`src/verilog/sdio_cfg_pkg.sv`:
```
`default_nettype none
package sdio_cfg_pkg;
   // Byte addresses of the register words
   localparam logic [7:0]  CONFIG_ADDR   = 8'h34;
   localparam logic [7:0]  PINTEST_ADDR  = 8'h38;
   localparam logic [7:0]  STATUS_ADDR   = 8'h3C;
   localparam logic [7:0]  MODE_ADDR     = 8'h40;
   // Configuration register bit positions
   localparam int R5E_BIT   = 15;
   localparam int S4E_BIT   = 14;
   localparam int S3E_BIT   = 13;
   localparam int S2E_BIT   = 12;
   localparam int POL_BIT   = 11;
   localparam int EDGE_BIT  = 10;
   localparam int CARD_DETECT_WAKE_ENABLE_BIT  = 9;
   localparam int IWE_BIT   = 8;
   localparam int R4C_BIT   = 7;
   localparam int XTO_BIT   = 6;
   localparam int PRE_BIT   = 5;
   localparam int RWREQ_BIT = 4;
   localparam int CDE_BIT   = 2;
   localparam int RWE_BIT   = 1;
   localparam int SDIO_IRQ_ENABLE_BIT  = 0;
   // Implemented bits of the configuration word; bit 3 is reserved
   localparam logic [15:0] CONFIG_MASK  = 16'hFFF7;
   localparam logic [15:0] CONFIG_RESET = 16'h0000;
   // Pin test register bit positions
   localparam int WAKE_OUTPUT_VALUE_BIT = 15;
   localparam int SSB_BIT  = 14;
   localparam int RDY_BIT  = 13;
   localparam int DATA_LINE_DIRECTION_BIT = 12;
   localparam int DAT_LSB  = 8;
   localparam int COMMAND_LINE_DIRECTION_BIT = 7;
   localparam int COMMAND_LINE_VALUE_BIT = 6;
   localparam int MCK_BIT  = 5;
   localparam int SCK_BIT  = 4;
   localparam logic [15:0] PINTEST_RESET = 16'h0000;
   // Status register bit positions
   localparam int ST_CD_BIT   = 0;
   localparam int ST_CARD_INTERRUPT_FLAG_BIT = 1;
   localparam int ST_CERR_BIT = 2;
   localparam int ST_COMMAND_CRC_ERROR_FLAG_BIT = 3;
   localparam int ST_CRW_BIT  = 4;
   localparam int STATUS_W    = 5;
   // Response status bits examined for R1/R1b
   localparam int RSP_B2 = 2;
   localparam int RSP_B3 = 3;
   localparam int RSP_B4 = 4;
   // Prescaler
   localparam int          PRESCALE_DIV = 1024;
   localparam logic [9:0]  PRESCALE_MAX = 10'h3FF;
   localparam logic [1:0]  HTRANS_NONSEQ = 2'h2;
   localparam logic [31:0] ZERO_WORD     = 32'h0000_0000;

   // Response from the command engine
   typedef struct packed {
      logic        valid;
      logic        is_r1;
      logic        is_r4;
      logic        is_r5;
      logic        crc_bad;
      logic [7:0]  status;
   } response_type;

   // Pin test drive values
   typedef struct packed {
      logic       mode;
      logic       wake;
      logic       dat_oe_n;
      logic [3:0] dat;
      logic       cmd_oe_n;
      logic       cmd;
      logic       mck;
      logic       sck;
      logic [3:0] cs;
   } pin_drive_type;
endpackage : sdio_cfg_pkg
`default_nettype wire

```
`src/verilog/sdio_config_card_detect_wake.sv`:
```
`timescale 1ns/10ps
`default_nettype none
module sdio_config_card_detect_wake #(
   parameter int TIMEOUT_W = 16
) (
   // Clock and reset
   input  wire logic                      mclk,
   input  wire logic                      rst,
   // AHB-Lite slave
   input  wire logic                      hsel,
   input  wire logic [7:0]                haddr,
   input  wire logic [1:0]                htrans,
   input  wire logic                      hwrite,
   input  wire logic [2:0]                hsize,
   input  wire logic [31:0]               hwdata,
   input  wire logic                      hready,
   output logic [31:0]                    hrdata,
   output logic                           hreadyout,
   output logic                           hresp,
   // Card pins (inputs, unsynchronised)
   input  wire logic [3:0]                dat_in,
   input  wire logic                      cmd_in,
   input  wire logic                      ready_busy_in,
   // Pin test drive
   output var sdio_cfg_pkg::pin_drive_type pin_drive,
   // Command and data engine side
   input  wire logic                      card_idle,
   input  wire sdio_cfg_pkg::response_type rsp,
   input  wire logic                      read_wait_ack,
   input  wire logic                      cmd_od_or_to,
   input  wire logic [TIMEOUT_W-1:0]      data_timeout_value,
   input  wire logic                      timeout_start,
   output logic                           cmd_timeout_arm,
   output logic                           cmd_open_drain,
   output logic                           cmd_long_timeout,
   output logic                           read_wait_request,
   output logic                           data_timeout,
   output logic [sdio_cfg_pkg::STATUS_W-1:0] status,
   // System wake request
   output logic                           wake_request
);

   logic [15:0]                     config_reg;
   logic [15:0]                     pintest;
   logic                            pin_test_mode;
   logic [sdio_cfg_pkg::STATUS_W-1:0] next_status;
   logic [3:0]                      dat_meta;
   logic [3:0]                      dat_sync;
   logic                            rdy_meta;
   logic                            rdy_sync;
   logic                            cmd_meta;
   logic                            cmd_sync;
   logic                            dat3_prev;
   logic                            ap_valid;
   logic                            ap_write;
   logic [7:0]                      ap_addr;
   logic [9:0]                      pre_cnt;
   logic [TIMEOUT_W-1:0]            to_cnt;
   logic                            to_run;

   ////////////////////////////////////////////////////////////////////////
   // Bus decode; single-cycle answer, never waits
   assign hreadyout = 1'b1;
   assign hresp     = 1'b0;
   wire   bus_take  = hsel && hready && (htrans == sdio_cfg_pkg::HTRANS_NONSEQ);
   wire   wr_cfg    = ap_valid && ap_write && (ap_addr == sdio_cfg_pkg::CONFIG_ADDR);
   wire   wr_pin    = ap_valid && ap_write && (ap_addr == sdio_cfg_pkg::PINTEST_ADDR);
   wire   wr_stat   = ap_valid && ap_write && (ap_addr == sdio_cfg_pkg::STATUS_ADDR);
   wire   wr_mode   = ap_valid && ap_write && (ap_addr == sdio_cfg_pkg::MODE_ADDR);

   // Address phase capture
   always_ff @(posedge mclk) begin
      if (rst) begin
         ap_valid <= 1'b0;
         ap_write <= 1'b0;
         ap_addr  <= 8'h00;
      end else begin
         ap_valid <= bus_take;
         ap_write <= hwrite;
         ap_addr  <= haddr;
      end
   end

   ////////////////////////////////////////////////////////////////////////
   // Two-flop synchronisers for pin inputs
   always_ff @(posedge mclk) begin
      if (rst) begin
         dat_meta <= 4'h0;
         dat_sync <= 4'h0;
         rdy_meta <= 1'b1;
         rdy_sync <= 1'b1;
         cmd_meta <= 1'b0;
         cmd_sync <= 1'b0;
      end else begin
         dat_meta <= dat_in;
         dat_sync <= dat_meta;
         rdy_meta <= ready_busy_in;
         rdy_sync <= rdy_meta;
         cmd_meta <= cmd_in;
         cmd_sync <= cmd_meta;
      end
   end

   ////////////////////////////////////////////////////////////////////////
   // Configuration fields
   wire cfg_pol   = config_reg[sdio_cfg_pkg::POL_BIT];
   wire cfg_edge  = config_reg[sdio_cfg_pkg::EDGE_BIT];
   wire cfg_cde   = config_reg[sdio_cfg_pkg::CDE_BIT];
   wire cfg_sdio_irq_enable  = config_reg[sdio_cfg_pkg::SDIO_IRQ_ENABLE_BIT];

   // Card-detect condition after polarity, synchronised copy for the flag
   wire dat3_cond = dat_sync[3] ^ cfg_pol;
   wire dat3_last = dat3_prev ^ cfg_pol;
   wire cd_event  = cfg_cde && card_idle &&
                    (cfg_edge ? (dat3_cond && !dat3_last) : dat3_cond);
   // DAT1 held low signals an interrupt, whether or not the card is idle
   wire irq_event = cfg_sdio_irq_enable && !dat_sync[1];

   // Asynchronous wake path straight from the pins; edge mode still
   // reports the level, as no clock exists to see an edge while asleep
   wire cd_async  = cfg_cde && card_idle && (dat_in[3] ^ cfg_pol);
   wire irq_async = cfg_sdio_irq_enable && card_idle && !dat_in[1];
   wire wake_func = (cd_async && config_reg[sdio_cfg_pkg::CARD_DETECT_WAKE_ENABLE_BIT]) ||
                    (irq_async && config_reg[sdio_cfg_pkg::IWE_BIT]);
   assign wake_request = pin_test_mode ? pintest[sdio_cfg_pkg::WAKE_OUTPUT_VALUE_BIT]
                                       : wake_func;

   always_ff @(posedge mclk) begin
      if (rst) begin
         dat3_prev <= 1'b0;
      end else begin
         dat3_prev <= dat_sync[3];
      end
   end

   ////////////////////////////////////////////////////////////////////////
   // Response error checks
   wire r1_err = rsp.valid && rsp.is_r1 &&
      ((config_reg[sdio_cfg_pkg::S4E_BIT] && rsp.status[sdio_cfg_pkg::RSP_B4]) ||
       (config_reg[sdio_cfg_pkg::S3E_BIT] && rsp.status[sdio_cfg_pkg::RSP_B3]) ||
       (config_reg[sdio_cfg_pkg::S2E_BIT] && rsp.status[sdio_cfg_pkg::RSP_B2]));
   wire r5_err = rsp.valid && rsp.is_r5 && config_reg[sdio_cfg_pkg::R5E_BIT] &&
                 (rsp.status != 8'h00);
   wire crc_err = rsp.valid && rsp.crc_bad &&
                  !(rsp.is_r4 && config_reg[sdio_cfg_pkg::R4C_BIT]);
   assign cmd_timeout_arm = config_reg[sdio_cfg_pkg::R5E_BIT];

   // Command bit meaning
   assign cmd_long_timeout = config_reg[sdio_cfg_pkg::XTO_BIT] && cmd_od_or_to;
   assign cmd_open_drain   = !config_reg[sdio_cfg_pkg::XTO_BIT] && cmd_od_or_to;

   // Read wait only when mode enabled
   assign read_wait_request = config_reg[sdio_cfg_pkg::RWE_BIT] &&
                              config_reg[sdio_cfg_pkg::RWREQ_BIT];

   ////////////////////////////////////////////////////////////////////////
   // Status flags: set wins over write-one clear
   wire force_all = wr_pin && hwdata[sdio_cfg_pkg::SSB_BIT];
   wire [sdio_cfg_pkg::STATUS_W-1:0] set_vec =
      {read_wait_request && read_wait_ack, crc_err, r1_err || r5_err,
       irq_event, cd_event};
   wire [sdio_cfg_pkg::STATUS_W-1:0] clr_vec =
      wr_stat ? hwdata[sdio_cfg_pkg::STATUS_W-1:0] : {sdio_cfg_pkg::STATUS_W{1'b0}};
   assign next_status = force_all ? {sdio_cfg_pkg::STATUS_W{1'b1}}
                                  : ((status & ~clr_vec) | set_vec);

   always_ff @(posedge mclk) begin
      if (rst) begin
         status <= '0;
      end else begin
         status <= next_status;
      end
   end

   ////////////////////////////////////////////////////////////////////////
   // Configuration, pin test and mode registers
   always_ff @(posedge mclk) begin
      if (rst) begin
         config_reg    <= sdio_cfg_pkg::CONFIG_RESET;
         pintest       <= sdio_cfg_pkg::PINTEST_RESET;
         pin_test_mode <= 1'b0;
      end else begin
         if (wr_cfg) begin
            config_reg <= hwdata[15:0] & sdio_cfg_pkg::CONFIG_MASK;
         end
         if (wr_pin) begin
            // Force bit is a pulse, never stored
            pintest <= {hwdata[15], 1'b0, hwdata[13:0]};
         end
         if (wr_mode) begin
            pin_test_mode <= hwdata[0];
         end
      end
   end

   // Pin drive from the pin test register; output enables only in test mode
   always_ff @(posedge mclk) begin
      if (rst) begin
         pin_drive <= '{mode: 1'b0, wake: 1'b0, dat_oe_n: 1'b1, dat: 4'h0,
                        cmd_oe_n: 1'b1, cmd: 1'b0, mck: 1'b0, sck: 1'b0, cs: 4'h0};
      end else begin
         pin_drive.mode     <= pin_test_mode;
         pin_drive.wake     <= pintest[sdio_cfg_pkg::WAKE_OUTPUT_VALUE_BIT];
         pin_drive.dat_oe_n <= !(pin_test_mode && pintest[sdio_cfg_pkg::DATA_LINE_DIRECTION_BIT]);
         pin_drive.dat      <= pintest[sdio_cfg_pkg::DAT_LSB +: 4];
         pin_drive.cmd_oe_n <= !(pin_test_mode && pintest[sdio_cfg_pkg::COMMAND_LINE_DIRECTION_BIT]);
         pin_drive.cmd      <= pintest[sdio_cfg_pkg::COMMAND_LINE_VALUE_BIT];
         pin_drive.mck      <= pintest[sdio_cfg_pkg::MCK_BIT];
         pin_drive.sck      <= pintest[sdio_cfg_pkg::SCK_BIT];
         pin_drive.cs       <= pintest[3:0];
      end
   end

   ////////////////////////////////////////////////////////////////////////
   // Pin test readback: inputs show the pins, outputs the written values
   wire [3:0] dat_rd = pintest[sdio_cfg_pkg::DATA_LINE_DIRECTION_BIT] ? pintest[sdio_cfg_pkg::DAT_LSB +: 4]
                                                       : dat_sync;
   wire       cmd_rd = pintest[sdio_cfg_pkg::COMMAND_LINE_DIRECTION_BIT] ? pintest[sdio_cfg_pkg::COMMAND_LINE_VALUE_BIT]
                                                       : cmd_sync;
   wire [15:0] pin_rd = {pintest[sdio_cfg_pkg::WAKE_OUTPUT_VALUE_BIT], 1'b0, rdy_sync,
                         pintest[sdio_cfg_pkg::DATA_LINE_DIRECTION_BIT], dat_rd,
                         pintest[sdio_cfg_pkg::COMMAND_LINE_DIRECTION_BIT], cmd_rd,
                         pintest[5:0]};

   // Read mux registered for the data phase
   wire rd_take = bus_take && !hwrite;
   always_ff @(posedge mclk) begin
      if (rst) begin
         hrdata <= sdio_cfg_pkg::ZERO_WORD;
      end else if (rd_take) begin
         case (haddr)
            sdio_cfg_pkg::CONFIG_ADDR:  hrdata <= {16'h0000, config_reg};
            sdio_cfg_pkg::PINTEST_ADDR: hrdata <= {16'h0000, pin_rd};
            sdio_cfg_pkg::STATUS_ADDR:  hrdata <= {27'h0, status};
            sdio_cfg_pkg::MODE_ADDR:    hrdata <= {31'h0, pin_test_mode};
            default:                    hrdata <= sdio_cfg_pkg::ZERO_WORD;
         endcase
      end
   end

   ////////////////////////////////////////////////////////////////////////
   // Data timeout counter; prescaler makes each unit 1024 cycles
   wire unit_tick = !config_reg[sdio_cfg_pkg::PRE_BIT] ||
                    (pre_cnt == sdio_cfg_pkg::PRESCALE_MAX);
   always_ff @(posedge mclk) begin
      if (rst) begin
         pre_cnt      <= 10'h000;
         to_cnt       <= '0;
         to_run       <= 1'b0;
         data_timeout <= 1'b0;
      end else if (timeout_start) begin
         pre_cnt      <= 10'h000;
         to_cnt       <= data_timeout_value;
         to_run       <= 1'b1;
         data_timeout <= 1'b0;
      end else if (to_run) begin
         pre_cnt <= unit_tick ? 10'h000 : pre_cnt + 10'h001;
         if (unit_tick) begin
            if (to_cnt == '0) begin
               to_run       <= 1'b0;
               data_timeout <= 1'b1;
            end else begin
               to_cnt <= to_cnt - 1'b1;
            end
         end
      end
   end

   ////////////////////////////////////////////////////////////////////////
   // Checks
   a_crc_r4_mask: assert property (@(posedge mclk) disable iff (rst)
      (rsp.valid && rsp.is_r4 && config_reg[sdio_cfg_pkg::R4C_BIT] && !force_all
       && !status[sdio_cfg_pkg::ST_COMMAND_CRC_ERROR_FLAG_BIT])
      |=> !status[sdio_cfg_pkg::ST_COMMAND_CRC_ERROR_FLAG_BIT])
      else $error("R4 response set CRC flag while check disabled");
   a_wake_cd_gate: assert property (@(posedge mclk) disable iff (rst)
      (!pin_test_mode && !config_reg[sdio_cfg_pkg::CARD_DETECT_WAKE_ENABLE_BIT]
       && !config_reg[sdio_cfg_pkg::IWE_BIT]) |-> !wake_request)
      else $error("wake raised while both wake enables clear");
   a_wake_irq_on: assert property (@(posedge mclk) disable iff (rst)
      (!pin_test_mode && irq_async && config_reg[sdio_cfg_pkg::IWE_BIT]) |-> wake_request)
      else $error("interrupt wake missing");
   a_read_wait_gate: assert property (@(posedge mclk) disable iff (rst)
      !config_reg[sdio_cfg_pkg::RWE_BIT] |-> !read_wait_request)
      else $error("read wait issued while mode disabled");
   a_force_all: assert property (@(posedge mclk) disable iff (rst)
      force_all |=> (&status))
      else $error("force did not set all flags");
   a_cd_flag_set: assert property (@(posedge mclk) disable iff (rst)
      cd_event |=> status[sdio_cfg_pkg::ST_CD_BIT])
      else $error("card detect flag not set");
   a_reset_cfg: assert property (@(posedge mclk)
      $fell(rst) |-> (config_reg == 16'h0000))
      else $error("configuration not zero after reset");
   a_r1_err_b4: assert property (@(posedge mclk) disable iff (rst)
      (rsp.valid && rsp.is_r1 && rsp.status[4] && config_reg[sdio_cfg_pkg::S4E_BIT])
      |=> status[sdio_cfg_pkg::ST_CERR_BIT])
      else $error("bit 4 status error missed");
   a_prescale_unit: assert property (@(posedge mclk) disable iff (rst)
      (timeout_start && config_reg[sdio_cfg_pkg::PRE_BIT])
      |=> !data_timeout [*8])
      else $error("prescaled timeout expired too early");

   // Error and status flag, command routing, flag retention, pin release and timeout checks
   a_r1_mask_off: assert property (@(posedge mclk) disable iff (rst)
      (rsp.valid && rsp.is_r1 && !rsp.is_r5 && !force_all
       && !status[sdio_cfg_pkg::ST_CERR_BIT] && !config_reg[sdio_cfg_pkg::S4E_BIT]
       && !config_reg[sdio_cfg_pkg::S3E_BIT] && !config_reg[sdio_cfg_pkg::S2E_BIT])
      |=> !status[sdio_cfg_pkg::ST_CERR_BIT])
      else $error("masked status bit raised error");
   a_r1_err_b3: assert property (@(posedge mclk) disable iff (rst)
      (rsp.valid && rsp.is_r1 && rsp.status[sdio_cfg_pkg::RSP_B3]
       && config_reg[sdio_cfg_pkg::S3E_BIT]) |=> status[sdio_cfg_pkg::ST_CERR_BIT])
      else $error("bit 3 status error missed");
   a_r1_err_b2: assert property (@(posedge mclk) disable iff (rst)
      (rsp.valid && rsp.is_r1 && rsp.status[sdio_cfg_pkg::RSP_B2]
       && config_reg[sdio_cfg_pkg::S2E_BIT]) |=> status[sdio_cfg_pkg::ST_CERR_BIT])
      else $error("bit 2 status error missed");
   a_r5_err_set: assert property (@(posedge mclk) disable iff (rst)
      (rsp.valid && rsp.is_r5 && config_reg[sdio_cfg_pkg::R5E_BIT] && rsp.status != 8'h00)
      |=> status[sdio_cfg_pkg::ST_CERR_BIT])
      else $error("R5 status error missed");
   a_cmd_bit_split: assert property (@(posedge mclk) disable iff (rst)
      cmd_od_or_to |-> (cmd_long_timeout == config_reg[sdio_cfg_pkg::XTO_BIT])
                       && (cmd_open_drain != config_reg[sdio_cfg_pkg::XTO_BIT]))
      else $error("command bit routed to wrong meaning");
   a_cd_idle_gate: assert property (@(posedge mclk) disable iff (rst)
      (!card_idle && !force_all && !status[sdio_cfg_pkg::ST_CD_BIT])
      |=> !status[sdio_cfg_pkg::ST_CD_BIT])
      else $error("card detect flag set while card busy");
   a_irq_flag_set: assert property (@(posedge mclk) disable iff (rst)
      irq_event |=> status[sdio_cfg_pkg::ST_CARD_INTERRUPT_FLAG_BIT])
      else $error("card interrupt flag not set");
   a_rw_flag_set: assert property (@(posedge mclk) disable iff (rst)
      (read_wait_request && read_wait_ack) |=> status[sdio_cfg_pkg::ST_CRW_BIT])
      else $error("read wait active flag not set");
   a_flags_sticky: assert property (@(posedge mclk) disable iff (rst)
      !wr_stat |=> ((status & $past(status)) == $past(status)))
      else $error("status flag cleared without a write");
   a_pins_released: assert property (@(posedge mclk) disable iff (rst)
      !pin_test_mode |=> (pin_drive.dat_oe_n && pin_drive.cmd_oe_n))
      else $error("pin driven outside pin test mode");
   a_timeout_single: assert property (@(posedge mclk) disable iff (rst)
      (timeout_start && !config_reg[sdio_cfg_pkg::PRE_BIT] && data_timeout_value == 1)
      ##1 !timeout_start ##1 !timeout_start |=> data_timeout)
      else $error("unscaled timeout did not expire after two cycles");

endmodule : sdio_config_card_detect_wake
`default_nettype wire
```
`config.mk`:
```
export PLATFORM = sky130hd
export DESIGN_NAME = sdio_config_card_detect_wake
export DESIGN_NICKNAME = d
export VERILOG_FILES = /design/src/verilog/sdio_cfg_pkg.sv /design/src/verilog/sdio_config_card_detect_wake.sv
export SDC_FILE = /design/constraint.sdc
export NUM_CORES = 1
export LEC_CHECK = 0
export BUFFER_PORTS_ARGS = -buffer_cell sky130_fd_sc_hd__buf_2
export CORE_MARGIN = 2
export CORE_UTILIZATION = 48
export CTS_BUF_LIST = sky130_fd_sc_hd__clkbuf_8
export CTS_CLUSTER_SIZE = 20
export DETAILED_ROUTE_END_ITERATION = 10
export GPL_TIMING_DRIVEN = 0
export PLACE_DENSITY = 0.85
export SETUP_SLACK_MARGIN = 0.2
export SYNTH_ARGS = -nofsm -noshare
export SYNTH_HDL_FRONTEND = slang
export SYNTH_SLANG_ARGS = --single-unit
```
`constraint.sdc`:
```
create_clock -name mclk -period 2.4 [get_ports mclk]
set_input_delay 0.12 -clock mclk [delete_from_list [all_inputs] [get_ports mclk]]
set_output_delay 0.12 -clock mclk [all_outputs]
set_load 0.01 [all_outputs]
```
=== After elaboration in Yosys (flattened, before gate mapping) ===
Cells that the tools add are included.

* Flip-flop bits (word level): 134
* Word-level logic and storage cells: 119
* Output and inout port bits: 60

* Equality and inequality tests: 11
* Multiplexer cells: 16
* Add/subtract/negate cells: 2
* Bitwise logic cells: 6
* Reduce and logical (&&, ||, !) cells: 56

{| class="wikitable"
|+ Operators by type and width
! kind !! number
|-
| 2-to-1 mux 16 bit || 4
|-
| one-hot mux 16 bit (4 select lines) || 1
|-
| equality test 8 x 6 -> 1 bit (second input constant) || 6
|-
| logical AND 1 bit || 35
|-
| equality test 8 x 7 -> 1 bit (second input constant) || 2
|-
| zero test 16 bit || 1
|-
| subtractor 16 x 1 -> 16 bit (second input constant) || 1
|-
| adder 10 x 1 -> 10 bit (second input constant) || 1
|-
| equality test 10 bit (second input constant) || 1
|-
| 2-to-1 mux 10 bit || 1
|-
| 2-to-1 mux 5 bit || 2
|-
| zero test 1 bit || 9
|-
| nonzero test 8 bit || 1
|-
| 2-to-1 mux 1 bit || 7
|-
| AND reduction 3 bit || 2
|-
| bitwise AND 5 bit || 1
|-
| logical OR 1 bit || 5
|-
| inverter 5 bit || 1
|-
| OR 5 bit || 1
|-
| 2-to-1 mux 4 bit || 1
|-
| nonzero test 2 bit || 2
|-
| bitwise XOR 1 bit || 3
|-
| equality test 2 bit (second input constant) || 1
|-
| != test 2 bit (second input constant) || 1
|-
| OR reduction 2 bit || 1
|}

=== Depth between registers and ports, before layout ===
Gate-level depths: netlist (run 1).

* Depth after elaboration: 7
* Gate-level depth with buffers: 8

=== Worst setup path before layout (run 1) ===
OpenSTA, ideal clock, no wires.

* Path type: register to register
* Start: register to_cnt[0]
* End: register to_cnt[8]
* Setup slack: -0.003 ns
* Stages on the path, launching flop included: 9
* Clock period less this slack: 2.403 ns
* Path buffers: 2
* Data arrival time: 2.288 ns
* Library setup time: 0.115 ns
* Path through: dfxtp_1 inv_1 ha_1 or4b_2 or4_1 buf_2 buf_6 a311o_1 and3_1

* Cells in the longest elaborated chain, start to end: 5
* Elaborated cells on any way between the ends: 8
* Classes of those cells: add/sub: 1; eq/ne: 1; mux: 4; reduce/logical: 2

{| class="wikitable"
|+ Ends and longest elaborated chain
! element !! RTL line !! source
|-
| from (decl) || sdio_config_card_detect_wake.sv:58 || <nowiki>logic [TIMEOUT_W-1:0] to_cnt;</nowiki>
|-
| from (signal assigned) || sdio_config_card_detect_wake.sv:253 || <nowiki>to_cnt <= data_timeout_value;</nowiki>
|-
| from (signal assigned) || sdio_config_card_detect_wake.sv:263 || <nowiki>to_cnt <= to_cnt - 1'b1;</nowiki>
|-
| subtractor 16 x 1 -> 16 bit || sdio_config_card_detect_wake.sv:263 ||
|-
| 2-to-1 mux 16 bit || sdio_config_card_detect_wake.sv:259 || <nowiki>if (to_cnt == '0) begin</nowiki>
|-
| 2-to-1 mux 16 bit || sdio_config_card_detect_wake.sv:258 || <nowiki>if (unit_tick) begin</nowiki>
|-
| 2-to-1 mux 16 bit || sdio_config_card_detect_wake.sv:256 || <nowiki>end else if (to_run) begin</nowiki>
|-
| 2-to-1 mux 16 bit || sdio_config_card_detect_wake.sv:251 || <nowiki>end else if (timeout_start) begin</nowiki>
|}

Several ways; a longest one is shown, not always the timed one. The select of a mux whose other input is x is not followed.
A chain may end at the register's enable or synchronous reset.

=== Worst setup path in the final report (run 1) ===
Ends and elaborated chain as after synthesis.

==> results of run 1 <==
## metrics by stage
stage               hold WS [ns]  power [uW]
floorplan                  0.224        2290
global placement           0.314        2410
detailed placement         0.332        2430
CTS                       0.0136        4410
global route              0.0150        4590
finish                    0.0224        4450
## cell families after synthesis
| family | count (synthesis) | synth area share [%] |
|---|---|---|
| XOR/XNOR | 11 | 1.90 |
| multiplexers | 41 | 8.20 |
| buffers and inverters | 71 | 6.99 |
| AND/OR/NAND/NOR | 205 | 22.2 |
| other | 2 | 0.148 |
| AO/OA/AOI/OAI | 90 | 13.9 |
| flip-flops | 117 | 46.2 |
| adder cells (fa/ha/maj) | 2 | 0.494 |
## worst min path at each step
stage | startpoint | endpoint | slack, ns | cells past startpoint
6_report | data_timeout_value[10] | to_cnt[10] | 0.02 | 4
5_1_grt | data_timeout_value[10] | to_cnt[10] | 0.02 | 4
4_1_cts | data_timeout_value[10] | to_cnt[10] | 0.01 | 4
3_5_place_dp | ready_busy_in | rdy_meta | 0.33 | 2
3_3_place_gp | ready_busy_in | rdy_meta | 0.31 | 2
2_1_floorplan | ready_busy_in | rdy_meta | 0.22 | 1
## Yosys cell counts, drive strengths merged (4+ instances only)
| cell | count |
|---|---|
| clkbuf | 26 |
| o31ai | 7 |
| nand2 | 18 |
| or4 | 14 |
| a22o | 15 |
| nor4 | 10 |
| xnor2 | 7 |
| a311oi | 9 |
| nand4 | 12 |
| or3 | 8 |
| mux2 | 4 |
| and3 | 6 |
| o21ai | 10 |
| nor2 | 60 |
| nor3 | 9 |
| nand3 | 8 |
| o2bb2ai | 9 |
| a31oi | 6 |
| nor2b | 41 |
| a311o | 6 |
| inv | 19 |
| or2 | 4 |
| xor2 | 4 |
| a21oi | 10 |
| buf | 25 |
| dfxtp | 117 |
| mux2i | 37 |
## area by class of cell
type | count | area (um^2) | area share [%]
sequential | 117 | 2350 | 33.7
multi-input combinational | 367 | 2560 | 36.7
tap | 136 | 170 | 2.44
clock inverter | 14 | 175 | 2.51
inverter | 20 | 80.1 | 1.15
clock buffer | 18 | 248 | 3.55
timing repair buffer | 166 | 1080 | 15.5
buffer | 51 | 308 | 4.41
## power by group through the flow
stage	logic (uW)	registers, uW	clock network, uW
floorplan	242	2050	0
finish	493	2020	1930
global route	530	2030	2030
detailed placement	370	2060	0
CTS	454	2020	1940
global placement	354	2060	0
## timing repair
item | in CTS | in global routing
resized for setup | 13 | 32
setup endpoints to repair | 44 | 46
buffers inserted | 11 | 5
hold buffers | 42 | 0
pin swaps | 6 | 9
hold endpoints to repair | 54 | 0
## critical path, delay by kind of cell (launching register included)
family	cells	cell delay [ns]
DFF	1	0.36
and+or+nand+nor	3	1.12
adders and majority gates	1	0.12
AOI/OAI and AO/OA	1	0.31
buffers and inverters	3	0.33
## routing by layer
metal | global-route usage [%] | up-vias | wire length, um
met5 | 0 | - | 0
met4 | 9.55 | 0 | 317
met3 | 6.08 | 32 | 1220
met2 | 47.3 | 274 | 7810
met1 | 29.3 | 2331 | 5700
li1 | - | 2305 | -
==> flow_summary.toml, run 1 <==
[clock_network]
clockBufferDepth = 2
clk-insertion-delay-late_ns = 0.43
clock-sinks = 117
path_clk_slew_ns = 0.08
cts_buffers = 17
clockRootBuffer = "clkbuf_8"
cts_tree = "yes"
htreeDepth = 4

[cells_and_area]
layout.nets = 831
fin_util_pct = 67.9
mostFrequentLayoutCells = "110 x buf_2, 109 x dfxtp_1, 60 x nor2_1, 42 x dlygate4sd3_1, 41 x nor2b_1"
drive_gt1_share_pct = 29.9
reg_top3 = "hrdata: 16 flops, to_cnt: 16 flops"
stdcell_count = 889
fillers = 767
final_cell_area_um2 = 6980
syn2layout_area_growth_pct = 37.7
final_common_cell = "buf_2"
antenna_cells = 0

[floorplanning]
die-width_um = 107
io_pins = 149
initial_core_util_pct = 49.3
die_y_um = 107
core_area_um2 = 10300
dieArea_um2 = 11400
rows = 37

[pwr]
ir_drop_mv = 0.444
pwr-share-seq_pct = 45.5
leakagePower_uw = 0.00298
powerDensity_nw_per_um2 = 637
switchingPower_uw = 1150
sw_frac_of_total_pct = 25.8
p_int_uw = 3300
p_comb_share_pct = 11.1
clkPwrFrac_pct = 43.4

[sta]
fmax_mhz = 421
tns_ns = 0
skew_ns = 0.0195
post-route-min-period_ns = 2.37
setup_ws_ns = 0.0268
drv_slew = 0
finalHoldViolCount = 0
rsz0062_at_grt = "true"
relSlewSlack_pct = 54.5
worst_pin_slew_ns = 0.682
setup_viol = 0
fin_crit_sh_pct = 98.9

[worst_setup_path]
reg2reg_to = "to_cnt[8]"
slowest_delay_ns = 0.53
slowest_stage = "or4_4"
crit_path_frequent_cell = "buf_6"
endpoint_kind = "register"
r2r_start = "to_cnt[0]"
crit_end = "to_cnt[8]"
cp_cell_sequence = "inv_4 -> ha_4 -> or4b_4 -> or4_4 -> buf_6 -> buf_6 -> a311o_1 -> and3_1"
path_class = "reg -> reg"
worst-path-max-fanout = 7
crit_path_start = "to_cnt[0]"
worst_setup_path_start_kind = "register"
ff2ff_setup_slack_ns = 0.03
crit_required_ns = 2.72
worst-r2r-cell-count = 8
arrival_ns = 2.69

[logic_synthesis]
ys_types = 60
async_flop_share_pct = 0
syn_avg_cell_area_um2 = 9.40
synth.ff_latch_count = 117
synth_edf_count = 0
synth_area_leaders = "dfxtp_1 46%, mux2i_1 7.3%, nor2b_1 5.1%"
synthesis.instances = 539
synth.top_cell.area_share_pct = 46.2
seq_area_frac_synth_pct = 46.2
syn_area_um2 = 5070
synth_top_area_cell = "dfxtp_1"
synth_flop_cell = "dfxtp_1"
ys.warnings.count = 0

[grt]
grt_pass1_wl_mm = 23.3
grt_usage_pct = 25.9
grt_antenna_before_repair = 0
grt_start_max_net_pins = 17
grt_pass1_vias = 4912
grt_overflow = 0

[detailed_routing]
wl_mm = 15.1
dr.pass1.iters = 5
drt_iter0_drc = 261
wl_per_cell_um = 16.9
drc = 0
viasPerCell = 5.56
antenna_left = 0
vias = 4942

[place]
place_ws_ns = -0.0470
placed_cells = 799
dpl.hpwl_mm = 9.91
dpl_cell_area_um2 = 5870
io_buffers = 108
gp_congestion = 0.908

[hold_path]
hold_class = "in -> reg"

[run_status]
status = "complete, no violations"

[run]
drv_cap = 0
Power figures use the tool's default switching activity.
==> inputs of run 2 (changes only) <==
- CTS_BUF_LIST: sky130_fd_sc_hd__clkbuf_8 -> sky130_fd_sc_hd__clkbuf_2
==> run 2 against run 1 <==
Net effect: via count up 2.8%; clock power down 27%; cell count is 2.5% higher; combinational power grew 6.7%; largest cell class unchanged; largest power group unchanged.
==> flow_summary.toml, run 2 (same netlist as run 1, synthesis figures left out) <==
[place]
io_buffers = 108
placed_cells = 799
dpl.hpwl_mm = 9.91
gp_congestion = 0.908
dpl_cell_area_um2 = 5870

[worst_setup_path]
crit_required_ns = 2.95
path_class = "reg -> reg"
worst_setup_path_start_kind = "register"
reg2reg_to = "to_cnt[8]"
slowest_delay_ns = 0.53
arrival_ns = 2.92
crit_path_frequent_cell = "buf_6"
worst-r2r-cell-count = 8
r2r_start = "to_cnt[0]"
worst-path-max-fanout = 7
slowest_stage = "or4_4"
endpoint_kind = "register"
cp_cell_sequence = "inv_4 -> ha_4 -> or4b_4 -> or4_4 -> buf_6 -> buf_6 -> a311o_1 -> and3_1"
ff2ff_setup_slack_ns = 0.02
crit_path_start = "to_cnt[0]"

[pwr]
p_total_uw = 3960
p_int_uw = 2860
clkPwrFrac_pct = 35.5
p_comb_share_pct = 13.3
switchingPower_uw = 1100
powerDensity_nw_per_um2 = 561
ir_drop_mv = 0.406
sw_frac_of_total_pct = 27.8
pwr-share-seq_pct = 51.1
leakagePower_uw = 0.00302

[floorplanning]
die-width_um = 107
initial_core_util_pct = 49.3
rows = 37
dieArea_um2 = 11400
io_pins = 149
die_y_um = 107
core_area_um2 = 10300

[run_status]
status = "complete, no violations"

[clock_network]
clock-sinks = 117
cts_buffers = 17
clockBufferDepth = 2
htreeDepth = 4
cts_tree = "yes"
path_clk_slew_ns = 0.18
clk-insertion-delay-late_ns = 0.64
clockRootBuffer = "clkbuf_2"

[hold_path]
worstHoldStart = "timeout_start"
hold_class = "in -> reg"
min_to = "to_cnt[7]"
hold_depth = 4

[cells_and_area]
reg_top3 = "hrdata: 16 flops, to_cnt: 16 flops"
multiInputGateArea_um2 = 2580
final_cell_area_um2 = 7050
antenna_cells = 0
fin_util_pct = 68.6
seqCellArea_um2 = 2360
layout.nets = 853
mostFrequentLayoutCells = "108 x dfxtp_1, 108 x buf_2, 60 x nor2_1, 56 x dlygate4sd3_1, 43 x buf_4"
drive_gt1_share_pct = 30.5
fillers = 761
syn2layout_area_growth_pct = 39.0
stdcell_count = 911

[detailed_routing]
antenna_left = 0
dr.pass1.iters = 7
wl_mm = 15.4
wl_per_cell_um = 16.9
drc = 0
drt_iter0_drc = 244
viasPerCell = 5.58
vias = 5080

[sta]
drv_slew = 0
fin_crit_sh_pct = 99.0
post-route-min-period_ns = 2.38
fmax_mhz = 421
skew_ns = 0.0351
relSlewSlack_pct = 55.2
worst_pin_slew_ns = 0.672
rsz0062_at_grt = "true"
timing.hold.ws_ns = 0.101
setup_viol = 0
finalHoldViolCount = 0

[grt]
grt_antenna_before_repair = 0
grt_start_max_net_pins = 17
grt_usage_pct = 26.6
grt_overflow = 0
grt_pass1_wl_mm = 23.8
grt_pass1_vias = 5001

[run]
drv_cap = 0
[run 2: changes by cell type in the layout (fill, tap and decap cells not counted), moves of 2 or more]
cell           previous run  this run
nand3_2                   3         1
o31ai_2                   0         3
clkbuf_8                 18         0
dlygate4sd3_1            42        56
nand3_4                   0         2
o31ai_1                   7         4
buf_4                    34        43
clkbuf_2                  4        22
dfxtp_4                   1         3
buf_2                   110       108
[run 2: worst max-delay path, delay by kind of cell, from the launching register on]
kind / cells / cell delay, ns
and+or+nand+nor: 3 / 1.13
DFF: 1 / 0.40
buffers and inverters: 3 / 0.34
AOI/OAI and AO/OA: 1 / 0.30
adders and majority gates: 1 / 0.12
[run 2: stage by stage]
stage | TNS [ns] | setup WS, ns
after floorplan | 0 | 0.121
after global placement | 0 | 0.0437
after detailed placement | -0.0865 | -0.0470
after CTS | 0 | 0.0458
after global routing | -0.0491 | -0.0235
final | 0 | 0.0236
[run 2: power groups by stage]
| stage | sequential [uW] | clock (uW) | combinational [uW] |
|---|---|---|---|
| after floorplan | 2050 | 0 | 242 |
| after CTS | 2020 | 1420 | 470 |
| after global routing | 2030 | 1510 | 565 |
| after detailed placement | 2060 | 0 | 370 |
| after global placement | 2060 | 0 | 354 |
| final | 2020 | 1410 | 526 |
[run 2: layout make-up]
cell class	count	area share, %
flip-flops and latches	117	33.5
plain buffers	51	4.44
repair buffers	188	18.2
clock inverters	14	2.49
inverters	20	1.10
well taps	136	2.41
clock buffers	18	1.28
multi-input cells	367	36.6
[run 2: layer usage]
layer / wire, um / global-route usage, % / vias up
met1: 5670 / 29.1 / 2376
met4: 536 / 11.9 / 0
li1: - / - / 2356
met2: 7810 / 47.7 / 290
met5: 0 / 0 / -
met3: 1370 / 7.29 / 58
[run 2: worst max path at each step]
stage	depth (start not counted)	to	slack, ns
after CTS	8	to_cnt[8]	0.05
after floorplan	8	to_cnt[8]	0.12
final	8	to_cnt[8]	0.02
after detailed placement	6	to_cnt[2]	-0.05
after global routing	8	to_cnt[8]	-0.02
after global placement	8	to_cnt[8]	0.04
[run 2: repair_timing]
action	4_1_cts	5_1_grt
setup endpoints to repair	48	37
cloned	0	1
pin swaps	7	10
endpoints found under the hold margin	73	2
gates resized for setup	16	40
hold buffers	55	1
setup buffers	12	11
